**src/include/qdc_pkg.sv**
```systemverilog
// Shared constants for the quad converter serial command port
package qdc_pkg;

    // ==================== Frame layout ====================
    localparam int unsigned FRAME_BITS = 24;
    localparam int unsigned CNT_W      = 5;
    localparam int unsigned DATA_W     = 14;
    localparam int unsigned PD_W       = 2;
    localparam int unsigned ENTRY_W    = PD_W + DATA_W;
    localparam int unsigned N_CHAN     = 4;
    localparam int unsigned SEL_W      = 2;

    localparam logic [CNT_W-1:0] LAST_BIT = 5'h17;

    // Field positions within the input shift register
    localparam int unsigned POS_ADDR_HI = 23;
    localparam int unsigned POS_ADDR_LO = 22;
    localparam int unsigned POS_LD_HI   = 21;
    localparam int unsigned POS_LD_LO   = 20;
    localparam int unsigned POS_SEL_HI  = 18;
    localparam int unsigned POS_SEL_LO  = 17;
    localparam int unsigned POS_PD_SEL  = 16;
    localparam int unsigned POS_DATA_HI = 15;
    localparam int unsigned POS_DATA_LO = 2;
    localparam int unsigned POS_PDM_LO  = 14;

    // ==================== Load control codes ====================
    localparam logic [1:0] LD_STORE  = 2'h0;
    localparam logic [1:0] LD_UPDATE = 2'h1;
    localparam logic [1:0] LD_SIMUL  = 2'h2;
    localparam logic [1:0] LD_BCAST  = 2'h3;

    localparam logic [PD_W-1:0]    PD_ACTIVE  = 2'h0;
    localparam logic [ENTRY_W-1:0] ENTRY_RST  = 16'h0000;

    // ==================== Reference command words ====================
    localparam logic [FRAME_BITS-1:0] CMD_REF_OFF  = 24'h012000;
    localparam logic [FRAME_BITS-1:0] CMD_REF_AUTO = 24'h010000;
    localparam logic [FRAME_BITS-1:0] CMD_REF_ON   = 24'h011000;

    typedef enum logic [1:0] {QDC_REF_AUTO, QDC_REF_OFF, QDC_REF_ON} qdc_ref_e;

    // ==================== Timing ====================
    localparam int unsigned CLK_NS        = 8;
    localparam int unsigned SCLK_NS       = 64;
    localparam int unsigned GAP_NS        = 100;
    localparam int unsigned LEAD_NS       = 32;
    localparam int unsigned HALF_CYC      = SCLK_NS / (2 * CLK_NS);
    localparam int unsigned GAP_CYC       = (GAP_NS + CLK_NS - 1) / CLK_NS;
    localparam int unsigned LEAD_CYC      = (LEAD_NS + CLK_NS - 1) / CLK_NS;
    localparam int unsigned TMR_W         = 5;
    localparam logic [TMR_W-1:0] HALF_LAST = TMR_W'(HALF_CYC - 1);
    localparam logic [TMR_W-1:0] GAP_LAST  = TMR_W'(GAP_CYC - 1);
    localparam logic [TMR_W-1:0] LEAD_LAST = TMR_W'(LEAD_CYC - 1);

endpackage

```
**src/include/qdc_if.sv**
```systemverilog
// Three-wire serial link between host and converter
`timescale 1ns/1ps
interface qdc_if;
    logic frame_sel_n;
    logic sclk;
    logic sdata;

    modport host (output frame_sel_n, output sclk, output sdata);
    modport dev  (input  frame_sel_n, input  sclk, input  sdata);
endinterface

```
**src/hw/qdc_sync.sv**
```systemverilog
// Two-flop synchroniser for asynchronous inputs
`timescale 1ns/1ps
module qdc_sync #(
    parameter int unsigned     W       = 1,
    parameter logic [W-1:0]    RST_VAL = '0
) (
    input  wire logic         i_clk_sys,
    input  wire logic         i_rst_n,
    input  wire logic [W-1:0] i_async,
    output logic      [W-1:0] o_sync
);
    logic [W-1:0] meta_q;

    // ==================== Two-stage capture ====================
    always_ff @(posedge i_clk_sys or negedge i_rst_n) begin
        if (!i_rst_n) begin
            meta_q <= RST_VAL;
            o_sync <= RST_VAL;
        end else begin
            meta_q <= i_async;
            o_sync <= meta_q;
        end
    end
endmodule

```
**src/hw/qdc_dev.sv**
```systemverilog
// Converter end: serial receiver, command decode, buffers and converter registers
// Operation
// - 24-bit shift register, MSB first
// - Sample data on each falling serial clock
// - Host drops frame select before data
// - Lock register after 24th bit
// - Execute right after 24th falling edge
// - Early frame select rise discards frame
// - New frame only on next select fall
// - Eight control bits, 14 data, two ignored
// - Data is straight binary code
// - Address bits must match address pins
// - Host always sends zero in DB19
// - Two select bits choose the channel
// - Power-down select picks data or power-down
// - Load code 00 stores buffer only
// - Load code 01 updates buffer and converter
// - Load code 10 loads all simultaneously
// - Load code 11 overrides address match
// - Broadcast DB18 zero loads from buffers
// - Broadcast DB18 one loads shifted data
// - Select 00..11 maps channels A..D
// - Three full words control the reference
// - Auto reference follows channel power states
//
// Local design decisions: the register addresses and strobed register access.
`timescale 1ns/1ps
module qdc_dev
    import qdc_pkg::*;
(
    input  wire logic                                  i_clk_sys,
    input  wire logic                                  i_rst_n,
    qdc_if.dev                                         link,
    input  wire logic                                  i_addr_pin_hi,
    input  wire logic                                  i_addr_pin_lo,
    output logic [qdc_pkg::N_CHAN*qdc_pkg::DATA_W-1:0] o_dac_code,
    output logic [qdc_pkg::N_CHAN*qdc_pkg::PD_W-1:0]   o_chan_pd,
    output logic                                       o_ref_on,
    output logic                                       o_cmd_exec
);
    import qdc_pkg::*;

    typedef enum logic [1:0] {QDC_IDLE, QDC_SHIFT, QDC_LOCKED} qdc_rx_e;

    // ==================== Pin synchronisers ====================
    logic [4:0] pins_s;
    logic       sel_n_s;
    logic       sclk_s;
    logic       sdata_s;
    logic       addr_hi_s;
    logic       addr_lo_s;

    qdc_sync #(.W(5), .RST_VAL(5'h10)) u_sync (
        .i_clk_sys (i_clk_sys),
        .i_rst_n   (i_rst_n),
        .i_async   ({link.frame_sel_n, link.sclk, link.sdata, i_addr_pin_hi, i_addr_pin_lo}),
        .o_sync    (pins_s)
    );

    assign sel_n_s   = pins_s[4];
    assign sclk_s    = pins_s[3];
    assign sdata_s   = pins_s[2];
    assign addr_hi_s = pins_s[1];
    assign addr_lo_s = pins_s[0];

    // ==================== Edge detection ====================
    logic sclk_prev_q;
    logic sel_n_prev_q;
    logic sclk_fall;
    logic sel_fall;
    logic sel_rise;

    always_ff @(posedge i_clk_sys or negedge i_rst_n) begin
        if (!i_rst_n) begin
            sclk_prev_q  <= 1'b0;
            sel_n_prev_q <= 1'b1;
        end else begin
            sclk_prev_q  <= sclk_s;
            sel_n_prev_q <= sel_n_s;
        end
    end

    assign sclk_fall = sclk_prev_q & ~sclk_s;
    assign sel_fall  = sel_n_prev_q & ~sel_n_s;
    assign sel_rise  = ~sel_n_prev_q & sel_n_s;

    // ==================== Receive sequencer ====================
    qdc_rx_e                 st_q, st_d;
    logic [CNT_W-1:0]        cnt_q, cnt_d;
    logic [FRAME_BITS-1:0]   sr_q, sr_d;
    logic                    exec_q, exec_d;

    always_comb begin
        st_d   = st_q;
        cnt_d  = cnt_q;
        sr_d   = sr_q;
        exec_d = 1'b0;
        unique case (st_q)
            QDC_IDLE: begin
                if (sel_fall) begin
                    st_d  = QDC_SHIFT;
                    cnt_d = '0;
                end
            end
            QDC_SHIFT: begin
                if (sel_rise) begin
                    st_d = QDC_IDLE;
                end else if (sclk_fall) begin
                    sr_d  = {sr_q[FRAME_BITS-2:0], sdata_s};
                    cnt_d = cnt_q + 5'h01;
                    if (cnt_q == LAST_BIT) begin
                        st_d   = QDC_LOCKED;
                        exec_d = 1'b1;
                    end
                end
            end
            QDC_LOCKED: begin
                if (sel_rise) begin
                    st_d = QDC_IDLE;
                end
            end
        endcase
    end

    // Sequencer registers; reset returns link to idle
    always_ff @(posedge i_clk_sys or negedge i_rst_n) begin
        if (!i_rst_n) begin
            st_q   <= QDC_IDLE;
            cnt_q  <= '0;
            sr_q   <= '0;
            exec_q <= 1'b0;
        end else begin
            st_q   <= st_d;
            cnt_q  <= cnt_d;
            sr_q   <= sr_d;
            exec_q <= exec_d;
        end
    end

    // ==================== Command decode ====================
    logic [1:0]        ld_code;
    logic [SEL_W-1:0]  chan_sel;
    logic              pd_sel;
    logic              addr_ok;
    logic              is_bcast;
    logic              is_ref_off;
    logic              is_ref_auto;
    logic              is_ref_on;
    logic              is_ref;
    logic              act;
    logic [ENTRY_W-1:0] new_entry_data;

    assign ld_code  = sr_q[POS_LD_HI:POS_LD_LO];
    assign chan_sel = sr_q[POS_SEL_HI:POS_SEL_LO];
    assign pd_sel   = sr_q[POS_PD_SEL];
    assign is_bcast = (ld_code == LD_BCAST);
    assign addr_ok  = (sr_q[POS_ADDR_HI] == addr_hi_s) &&
                      (sr_q[POS_ADDR_LO] == addr_lo_s);
    assign is_ref_off  = (sr_q == CMD_REF_OFF);
    assign is_ref_auto = (sr_q == CMD_REF_AUTO);
    assign is_ref_on   = (sr_q == CMD_REF_ON);
    assign is_ref      = is_ref_off | is_ref_auto | is_ref_on;
    assign act         = exec_q & ~is_ref & (addr_ok | is_bcast);
    // Data word: 14-bit straight binary, DB1..DB0 dropped, powers channel up
    assign new_entry_data = {PD_ACTIVE, sr_q[POS_DATA_HI:POS_DATA_LO]};

    // ==================== Per-channel storage ====================
    logic [ENTRY_W-1:0] buf_q [N_CHAN];
    logic [ENTRY_W-1:0] dac_q [N_CHAN];
    logic [N_CHAN-1:0]  chan_up;

    genvar gi;
    generate
        for (gi = 0; gi < N_CHAN; gi++) begin : g_chan
            logic               sel_hit;
            logic               buf_we;
            logic               dac_new;
            logic               dac_old;
            logic [ENTRY_W-1:0] new_entry;

            assign sel_hit   = (chan_sel == SEL_W'(gi));
            // Power-down frame keeps stored code, replaces the mode
            assign new_entry = pd_sel ? {sr_q[POS_DATA_HI:POS_PDM_LO], buf_q[gi][DATA_W-1:0]}
                                      : new_entry_data;
            assign buf_we    = act & (is_bcast ? sr_q[POS_SEL_HI] : sel_hit);
            assign dac_new   = act & (((ld_code == LD_UPDATE) & sel_hit) |
                                      ((ld_code == LD_SIMUL) & sel_hit) |
                                      (is_bcast & sr_q[POS_SEL_HI]));
            assign dac_old   = act & (((ld_code == LD_SIMUL) & ~sel_hit) |
                                      (is_bcast & ~sr_q[POS_SEL_HI]));
            assign chan_up[gi] = (dac_q[gi][ENTRY_W-1:DATA_W] == PD_ACTIVE);

            // Buffer and converter register of one channel
            always_ff @(posedge i_clk_sys or negedge i_rst_n) begin
                if (!i_rst_n) begin
                    buf_q[gi] <= ENTRY_RST;
                    dac_q[gi] <= ENTRY_RST;
                end else begin
                    if (buf_we) begin
                        buf_q[gi] <= new_entry;
                    end
                    if (dac_new) begin
                        dac_q[gi] <= new_entry;
                    end else if (dac_old) begin
                        dac_q[gi] <= buf_q[gi];
                    end
                end
            end

            assign o_dac_code[gi*DATA_W +: DATA_W] = dac_q[gi][DATA_W-1:0];
            assign o_chan_pd[gi*PD_W +: PD_W]      = dac_q[gi][ENTRY_W-1:DATA_W];
        end
    endgenerate

    // ==================== Reference control ====================
    qdc_ref_e ref_mode_q;
    logic     ref_on_q;
    logic     ref_on_d;
    logic     exec_out_q;
    logic     ref_exec;

    // Reference words are commands too: unaddressed converters ignore them
    assign ref_exec = exec_q & addr_ok;
    assign ref_on_d = (ref_mode_q == QDC_REF_ON) |
                      ((ref_mode_q == QDC_REF_AUTO) & (|chan_up));

    // Reference mode, reference state and execute strobe
    always_ff @(posedge i_clk_sys or negedge i_rst_n) begin
        if (!i_rst_n) begin
            ref_mode_q <= QDC_REF_AUTO;
            ref_on_q   <= 1'b0;
            exec_out_q <= 1'b0;
        end else begin
            if (ref_exec & is_ref_off) begin
                ref_mode_q <= QDC_REF_OFF;
            end else if (ref_exec & is_ref_auto) begin
                ref_mode_q <= QDC_REF_AUTO;
            end else if (ref_exec & is_ref_on) begin
                ref_mode_q <= QDC_REF_ON;
            end
            ref_on_q   <= ref_on_d;
            exec_out_q <= act | (ref_exec & is_ref);
        end
    end

    assign o_ref_on   = ref_on_q;
    assign o_cmd_exec = exec_out_q;

endmodule

```
**src/flat_wrapper.sv**
```systemverilog
// flat-port wrapper written by rule: the top's interface ports become plain ports
module qdc_dev_flat import qdc_pkg::*;
  (i_clk_sys, i_rst_n, i_addr_pin_hi, i_addr_pin_lo, o_dac_code, o_chan_pd, o_ref_on, o_cmd_exec, link_frame_sel_n, link_sclk, link_sdata);
  qdc_if link_i ();
  input  wire logic i_clk_sys;
  input  wire logic i_rst_n;
  input  wire logic i_addr_pin_hi;
  input  wire logic i_addr_pin_lo;
  output logic [qdc_pkg::N_CHAN*qdc_pkg::DATA_W-1:0] o_dac_code;
  output logic [qdc_pkg::N_CHAN*qdc_pkg::PD_W-1:0] o_chan_pd;
  output logic o_ref_on;
  output logic o_cmd_exec;
  input wire logic [$bits(link_i.frame_sel_n)-1:0] link_frame_sel_n;
  input wire logic [$bits(link_i.sclk)-1:0] link_sclk;
  input wire logic [$bits(link_i.sdata)-1:0] link_sdata;
  assign link_i.frame_sel_n = link_frame_sel_n;
  assign link_i.sclk = link_sclk;
  assign link_i.sdata = link_sdata;
  qdc_dev u_core (.i_clk_sys(i_clk_sys), .i_rst_n(i_rst_n), .link(link_i), .i_addr_pin_hi(i_addr_pin_hi), .i_addr_pin_lo(i_addr_pin_lo), .o_dac_code(o_dac_code), .o_chan_pd(o_chan_pd), .o_ref_on(o_ref_on), .o_cmd_exec(o_cmd_exec));
endmodule
```
**config.mk**
```make
export PLATFORM = sky130hd
export DESIGN_NAME = qdc_dev_flat
export DESIGN_NICKNAME = d
export VERILOG_FILES = /design/src/include/qdc_pkg.sv /design/src/include/qdc_if.sv /design/src/hw/qdc_sync.sv /design/src/hw/qdc_dev.sv /design/src/flat_wrapper.sv
export SDC_FILE = /design/constraint.sdc
export NUM_CORES = 1
export LEC_CHECK = 0
export ABC_AREA = 1
export BUFFER_PORTS_ARGS = -buffer_cell sky130_fd_sc_hd__buf_2
export CAP_MARGIN = 5
export CORE_MARGIN = 3
export CORE_UTILIZATION = 54
export CTS_BUF_LIST = sky130_fd_sc_hd__clkbuf_16
export DETAILED_ROUTE_END_ITERATION = 10
export PLACE_DENSITY = 0.76
export SETUP_SLACK_MARGIN = 0.02
export SYNTH_ARGS = -nofsm -noshare
export SYNTH_HDL_FRONTEND = slang
export SYNTH_HIERARCHICAL = 1
export SYNTH_SLANG_ARGS = --single-unit
```
**constraint.sdc**
```tcl
create_clock -name i_clk_sys -period 1.9 [get_ports i_clk_sys]
set_clock_uncertainty 0.2 [all_clocks]
set_input_delay 0.285 -clock i_clk_sys [delete_from_list [all_inputs] [get_ports i_clk_sys]]
set_output_delay 0.285 -clock i_clk_sys [all_outputs]
set_load 0.05 [all_outputs]
```
# ---- Yosys cells after proc, flatten, opt, wreduce, memory -nomap -nowiden
# Index checks and enable logic that the tools add are counted.
dict set report op_classes {
  n_mux 33
  n_bitwise 64
  reduce_logical 18
  addsub 1
  eq_ne 21
}
# cell n
set ops {}
lappend ops {{$mux W16} 12}
lappend ops {{$eq A24 B17 Y1 const B} 3}
lappend ops {{$and A1 B1 Y1} 37}
lappend ops {{$or A1 B1 Y1} 17}
lappend ops {{$mux W2} 8}
lappend ops {{$mux W5} 3}
lappend ops {{$logic_not A2 Y1} 7}
lappend ops {{$eq A2 B2 Y1 const B} 6}
lappend ops {{$not A1 Y1} 10}
lappend ops {{$pmux W5 S2} 1}
lappend ops {{$reduce_bool A2 Y1} 5}
lappend ops {{$mux W1} 8}
lappend ops {{$reduce_and A4 Y1} 2}
lappend ops {{$eq A2 B1 Y1 const B} 3}
lappend ops {{$ne A2 B1 Y1 const B} 3}
lappend ops {{$ne A3 B1 Y1 const B} 2}
lappend ops {{$pmux W2 S3} 1}
lappend ops {{$add A5 B1 Y5 const B} 1}
lappend ops {{$eq A5 B5 Y1 const B} 1}
lappend ops {{$reduce_or A4 Y1} 1}
lappend ops {{$reduce_and A3 Y1} 1}
lappend ops {{$reduce_bool A3 Y1} 1}
lappend ops {{$eq A1 B1 Y1} 2}
lappend ops {{$ne A2 B2 Y1 const B} 1}
lappend ops {{$logic_and A1 B1 Y1} 1}
dict set report totals {
  reg_bits 176
  out_inout_bits 66
  wordCells 156
  in_bits 7
}

# ---- Longest topological paths before layout
dict set report depth {
  ltp_word 9
  ltp_mapped 11
}

# ---- By module
# Netlist, hierarchy kept.
# module n_inst cells_each seq_area_each_um2 area_each_um2
set modules_own_cells {}
lappend modules_own_cells {qdc_dev 1 1034 4155.2 8086.5}
lappend modules_own_cells {qdc_sync 1 10 252.7 252.7}

# ---- Least setup slack after synthesis
# Ideal clock, no wire load.
dict set report synth_timing {
  path_kind {register to register}
  from {register u_core.sr_q[18]}
  to {register u_core/buf_q[40] (netlist bit)}
  required_ns 1.570
  path_buffers 3
  setup_ns 0.130
  t_arrival_ns 1.694
  path_stages_with_launch 12
  slack_ns -0.124
  cell_sequence {dfrtp_1 > buf_2 > nor2_1 > nand2_1 > nor2_2 > nand3_4 > nand2_4 > nor2_1 > buf_2 > buf_2 > nand2_1 > o21ai_0}
}
dict set report synth_between {
  elab_chain_cells 7
}
# element line_no
set synth_lines {}
lappend synth_lines {{start, declared} qdc_dev.sv:90} ;# logic [FRAME_BITS-1:0] sr_q, sr_d;
lappend synth_lines {{start signal, assigned} qdc_dev.sv:135} ;# sr_q <= sr_d;
lappend synth_lines {{$eq A24 B17 Y1 (on tied branches)} {qdc_dev.sv:159, qdc_dev.sv:160}}
lappend synth_lines {{$or A1 B1 Y1 (2 in a row)} qdc_dev.sv:162} ;# assign is_ref = is_ref_off | is_ref_auto | is_ref_on;
lappend synth_lines {{$not A1 Y1} qdc_dev.sv:163} ;# assign act = exec_q & ~is_ref & (addr_ok | is_bcast);
lappend synth_lines {{$and A1 B1 Y1 (2 in a row)} qdc_dev.sv:163}
lappend synth_lines {{$and A1 B1 Y1 (*)} qdc_dev.sv:185} ;# assign buf_we = act & (is_bcast ? sr_q[POS_SEL_HI] : sel_hit);
lappend synth_lines {{end signal, assigned by index} qdc_dev.sv:200} ;# buf_q[gi] <= new_entry;
lappend synth_lines {{end, declared} qdc_dev.sv:168} ;# logic [ENTRY_W-1:0] buf_q [N_CHAN];
# Every way passes the cells marked *; elsewhere a longest branch is shown, timed or not.
# A chain may end at the register's enable or synchronous reset.

# ---- Worst setup path after layout
dict set report layout_timing {
  from {register u_core.sr_q[23]}
  to {register u_core/buf_q[42] (netlist bit)}
}
dict set report layout_between {
  elab_chain_cells 7
}
# element line_no
set layout_lines {}
lappend layout_lines {{$eq A24 B17 Y1 (on tied branches)} {qdc_dev.sv:159, qdc_dev.sv:160}}
lappend layout_lines {{$or A1 B1 Y1 (2 in a row)} qdc_dev.sv:162}
lappend layout_lines {{$not A1 Y1} qdc_dev.sv:163}
lappend layout_lines {{$and A1 B1 Y1} qdc_dev.sv:163}
lappend layout_lines {{$and A1 B1 Y1 (*)} qdc_dev.sv:163}
lappend layout_lines {{$and A1 B1 Y1 (*)} qdc_dev.sv:185}
# Marked as above.

==> results.py <==
metrics = {
    "power": {
        "comb_power_share_pct": 13.6,
        "p_clk_share_pct": 40.6,
        "swShare_pct": 25.26,
        "powerDensity_nw_per_um2": 775.9,
        "p_sw_uw": 2190,
        "p_leak_uw": 0.005571,
        "intPower_uw": 6480,
        "worst_ir_drop_vdd_mv": 1.028,
        "pwr-share-seq_pct": 45.9,
    },
    "grt": {
        "met2_usage_pct": 41.76,
        "busiest_layer": "met2",
        "antenna_found_initial": 0,
        "grt_usage_pct": 26.23,
        "grt_use_met3_pct": 5.567,
        "grt_pass1_vias": 7102,
        "grt_pass1_wl_um": 34740,
        "grt.overflow.total": 0,
        "use_met1_pct": 36.06,
        "grt_max_degree": 47,
    },
    "sta": {
        "period_minus_slack_ns": 2.034,
        "max_freq_ghz": 0.4917,
        "slew-limit-headroom_pct": 64.20,
        "rsz0062_at_grt": "yes",
        "hold_slack_ns": 0.07288,
        "worst-slew-pin-transition_ns": 0.5350,
        "finalHoldViolCount": 0,
        "fin_crit_sh_pct": 107.0,
        "layout_setup_ws_ns": -0.1338,
        "setup_viol": 128,
        "drv_slew": 0,
    },
    "cts": {
        "cts_buffers": 17,
        "cts-root-buf": "clkbuf_16",
        "clock_sinks": 176,
        "clkTransAtPathRegs_ns": 0.06,
        "cts_tree": "built",
        "cts_buffer_depth": 2,
        "insertion_delay_ns": 0.44,
        "htreeDepth": 4,
    },
    "worst_setup_path": {
        "crit_type": "reg -> reg",
        "crit_required_ns": 2.05,
        "crit_fanout": 6,
        "cp.arrival_ns": 2.18,
        "rr_worst_depth": 10,
        "crit_start": "u_core/sr_q[23]$_DFFE_PN0P_",
        "timing.rr.start": "u_core/sr_q[23]$_DFFE_PN0P_",
        "startpoint_type": "flop",
        "endpoint_kind": "flop",
    },
    "synthesis": {
        "syn_area_per_cell_um2": 7.988,
        "async_reset_ff_share_pct": 100.0,
        "synthXorXnorAreaFrac_pct": 0.3151,
        "netlist_area_um2": 8339,
        "synth_warnings": 6,
        "synth-simple-area-share_pct": 27.13,
        "synth_ff_type": "dfrtp_1",
        "synth_top_family_by_area": "simple AND/OR/NAND/NOR gates",
        "synth_top_area_share_pct": 51.91,
        "yosys-top-cells-area": "dfrtp_1 52%, nand2_1 14%, o21ai_0 5.8%",
        "yosysSeqAreaShare_pct": 52.86,
        "syn_nets": 1055,
        "synth_seq_cells": 176,
        "ys_types": 32,
        "syn_inst": 1044,
        "synth_edf_count": 0,
        "yosys.area.top_type": "dfrtp_1",
        "synth_mux_area_share_pct": 0.1350,
        "synthAdderAreaFrac_pct": 0.6002,
        "synth_compound_gate_area_share_pct": 10.80,
    },
    "final_layout": {
        "multiInputGateArea_um2": 3737,
        "fin_nets": 1221,
        "final_cell_mix": "264 x nand2_1, 170 x dfrtp_1, 115 x inv_1",
        "fill_cells": 1006,
        "n_antenna_cell": 0,
        "drive_gt1_share_pct": 28.85,
        "regArea_um2": 4412,
        "final_common_cell": "nand2_1",
        "area_delta_synth_final_pct": 34.00,
    },
    "die": {
        "die_x_um": 130.3,
        "coreArea_um2": 14810,
        "fp.dieH_um": 130.3,
        "start_util_pct": 56.31,
        "io_pins": 73,
        "die_area_um2": 16970,
        "rows": 44,
    },
    "route": {
        "ant_nets": 0,
        "drc": 0,
        "num_vias": 8038,
        "vias_per_cell": 5.725,
        "wl_per_cell_um": 17.35,
        "drt-pass1-iter-count": 6,
        "wirelength_um": 24360,
        "drt_iter0_drc": 943,
    },
    "worst_hold_path": {
        "hold_class": "in -> async",
    },
    "placed_design": {
        "port-buffer-count": 72,
        "gp_congestion": 0.9189,
        "dpl.hpwl_um": 14450,
        "dp_slack_ns": -0.1154,
    },
    "status": {
        "status": "complete, but fails checks",
        "violations": "setup timing",
    },
    "job": {
        "max-cap-violations": 0,
    },
}
## power by group through the flow
| stage | clock network, uW | registers [uW] | logic, uW |
|---|---|---|---|
| floorplan | 0 | 4020 | 558 |
| global placement | 0 | 4030 | 1040 |
| detailed placement | 0 | 4040 | 1070 |
| CTS | 3540 | 3970 | 1110 |
| global route | 3720 | 4000 | 1320 |
| finish | 3520 | 3980 | 1180 |
## synth_stat cells, types with 2 or more instances
| cell | instances |
|---|---|
| clkbuf_1 | 21 |
| dfrtp_1 | 173 |
| nor2_2 | 2 |
| nand2_1 | 317 |
| dfstp_2 | 3 |
| xor2_1 | 2 |
| nand4_1 | 39 |
| nand3_1 | 81 |
| o21ai_1 | 31 |
| o21ai_0 | 97 |
| buf_1 | 2 |
| nand2_2 | 3 |
| o21ai_2 | 2 |
| ha_1 | 4 |
| o211ai_2 | 2 |
| inv_1 | 116 |
| nor2_4 | 2 |
| nor2_1 | 57 |
| inv_2 | 5 |
| buf_2 | 28 |
| a21oi_1 | 31 |
| nand3b_1 | 14 |
| a21oi_4 | 3 |
## per-stage QoR
stage	total power, uW	setup TNS, ns	util, %	std cells	area (um2)
CTS	8620	-0.8328	70.42	1383	10430
global route	9041	-20.57	75.46	1404	11170
floorplan	4581	0	-	1044	8407
finish	8670	-7.815	75.46	1404	11170
detailed placement	5102	-2.929	64.96	1344	9620
global placement	5071	-0.4951	64.96	1344	9620
## repair_timing
item / in CTS / in global routing
endpoints found under the setup margin: 106 / 131
cloned: 2 / 8
hold buffers: 6 / 0
buffers inserted: 3 / 13
gates resized for setup: 32 / 167
pin swaps: 8 / 32
hold endpoints to repair: 178 / 0
## registers in the layout (all words and copies together), names as in the netlist
signal and count:
u_core/o_dac_code 56, u_core/cnt_q 5, u_core/o_chan_pd 8, u_core/o_ref_on 1, u_core/exec_q 1, u_core/u_sync/meta_q 5, u_core/buf_q 64, u_core/u_sync/o_sync 5
u_core/ref_mode_q 2, u_core/st_q 2, u_core/o_cmd_exec 1, u_core/sclk_prev_q 1, u_core/sr_q 24, u_core/sel_n_prev_q 1
## cell families after synthesis
group	Yosys count
and+or+nand+nor	520
DFF	176
buffers and inverters	172
AOI/OAI and AO/OA	168
adders and majority gates	4
xor gates and xnor gates	3
muxes	1
## path summary, 6_finish.rpt
| kind | slack, ns | endpoint |
|---|---|---|
| max reg2reg | -0.13 | u_core/buf_q[42]$_DFFE_PN0P_ |
| min | 0.07 | u_core/buf_q[40]$_DFFE_PN0P_ |
| max | -0.13 | u_core/buf_q[42]$_DFFE_PN0P_ |
| min in group i_clk_sys | 0.15 | u_core/u_sync/o_sync[3]$_DFF_PN0_ |
| max in group asynchronous | 0.87 | u_core/u_sync/meta_q[4]$_DFF_PN1_ |
| min reg2reg | 0.15 | u_core/u_sync/o_sync[3]$_DFF_PN0_ |
## cell type report
type / count / share of cell area (%)
inverter: 121 / 4.311
timing repair inverter: 2 / 0.1232
timing repair buffer: 196 / 15.38
clock inverter: 12 / 1.388
sequential: 176 / 39.48
tap: 184 / 2.060
clock buffer: 17 / 3.807
multi-input combinational: 696 / 33.45
## critical path, stage by stage, from the launching register on
cell	delay [ns]
dfrtp_2	0.44
xnor2_2	0.18
nand2_2	0.10
a21oi_4	0.20
buf_12	0.14
nand2_8	0.09
nor2_4	0.17
buf_12	0.14
buf_12	0.12
nand2_1	0.06
o21ai_1	0.10
## per-layer routing
metal  part of all wire, %  wire length [um]
met2                    49             11860
met1                    40              9623
met5                     0                 0
met4                   3.3               797
met3                   8.5              2079
No activity file was read; power rests on OpenSTA's default activity.
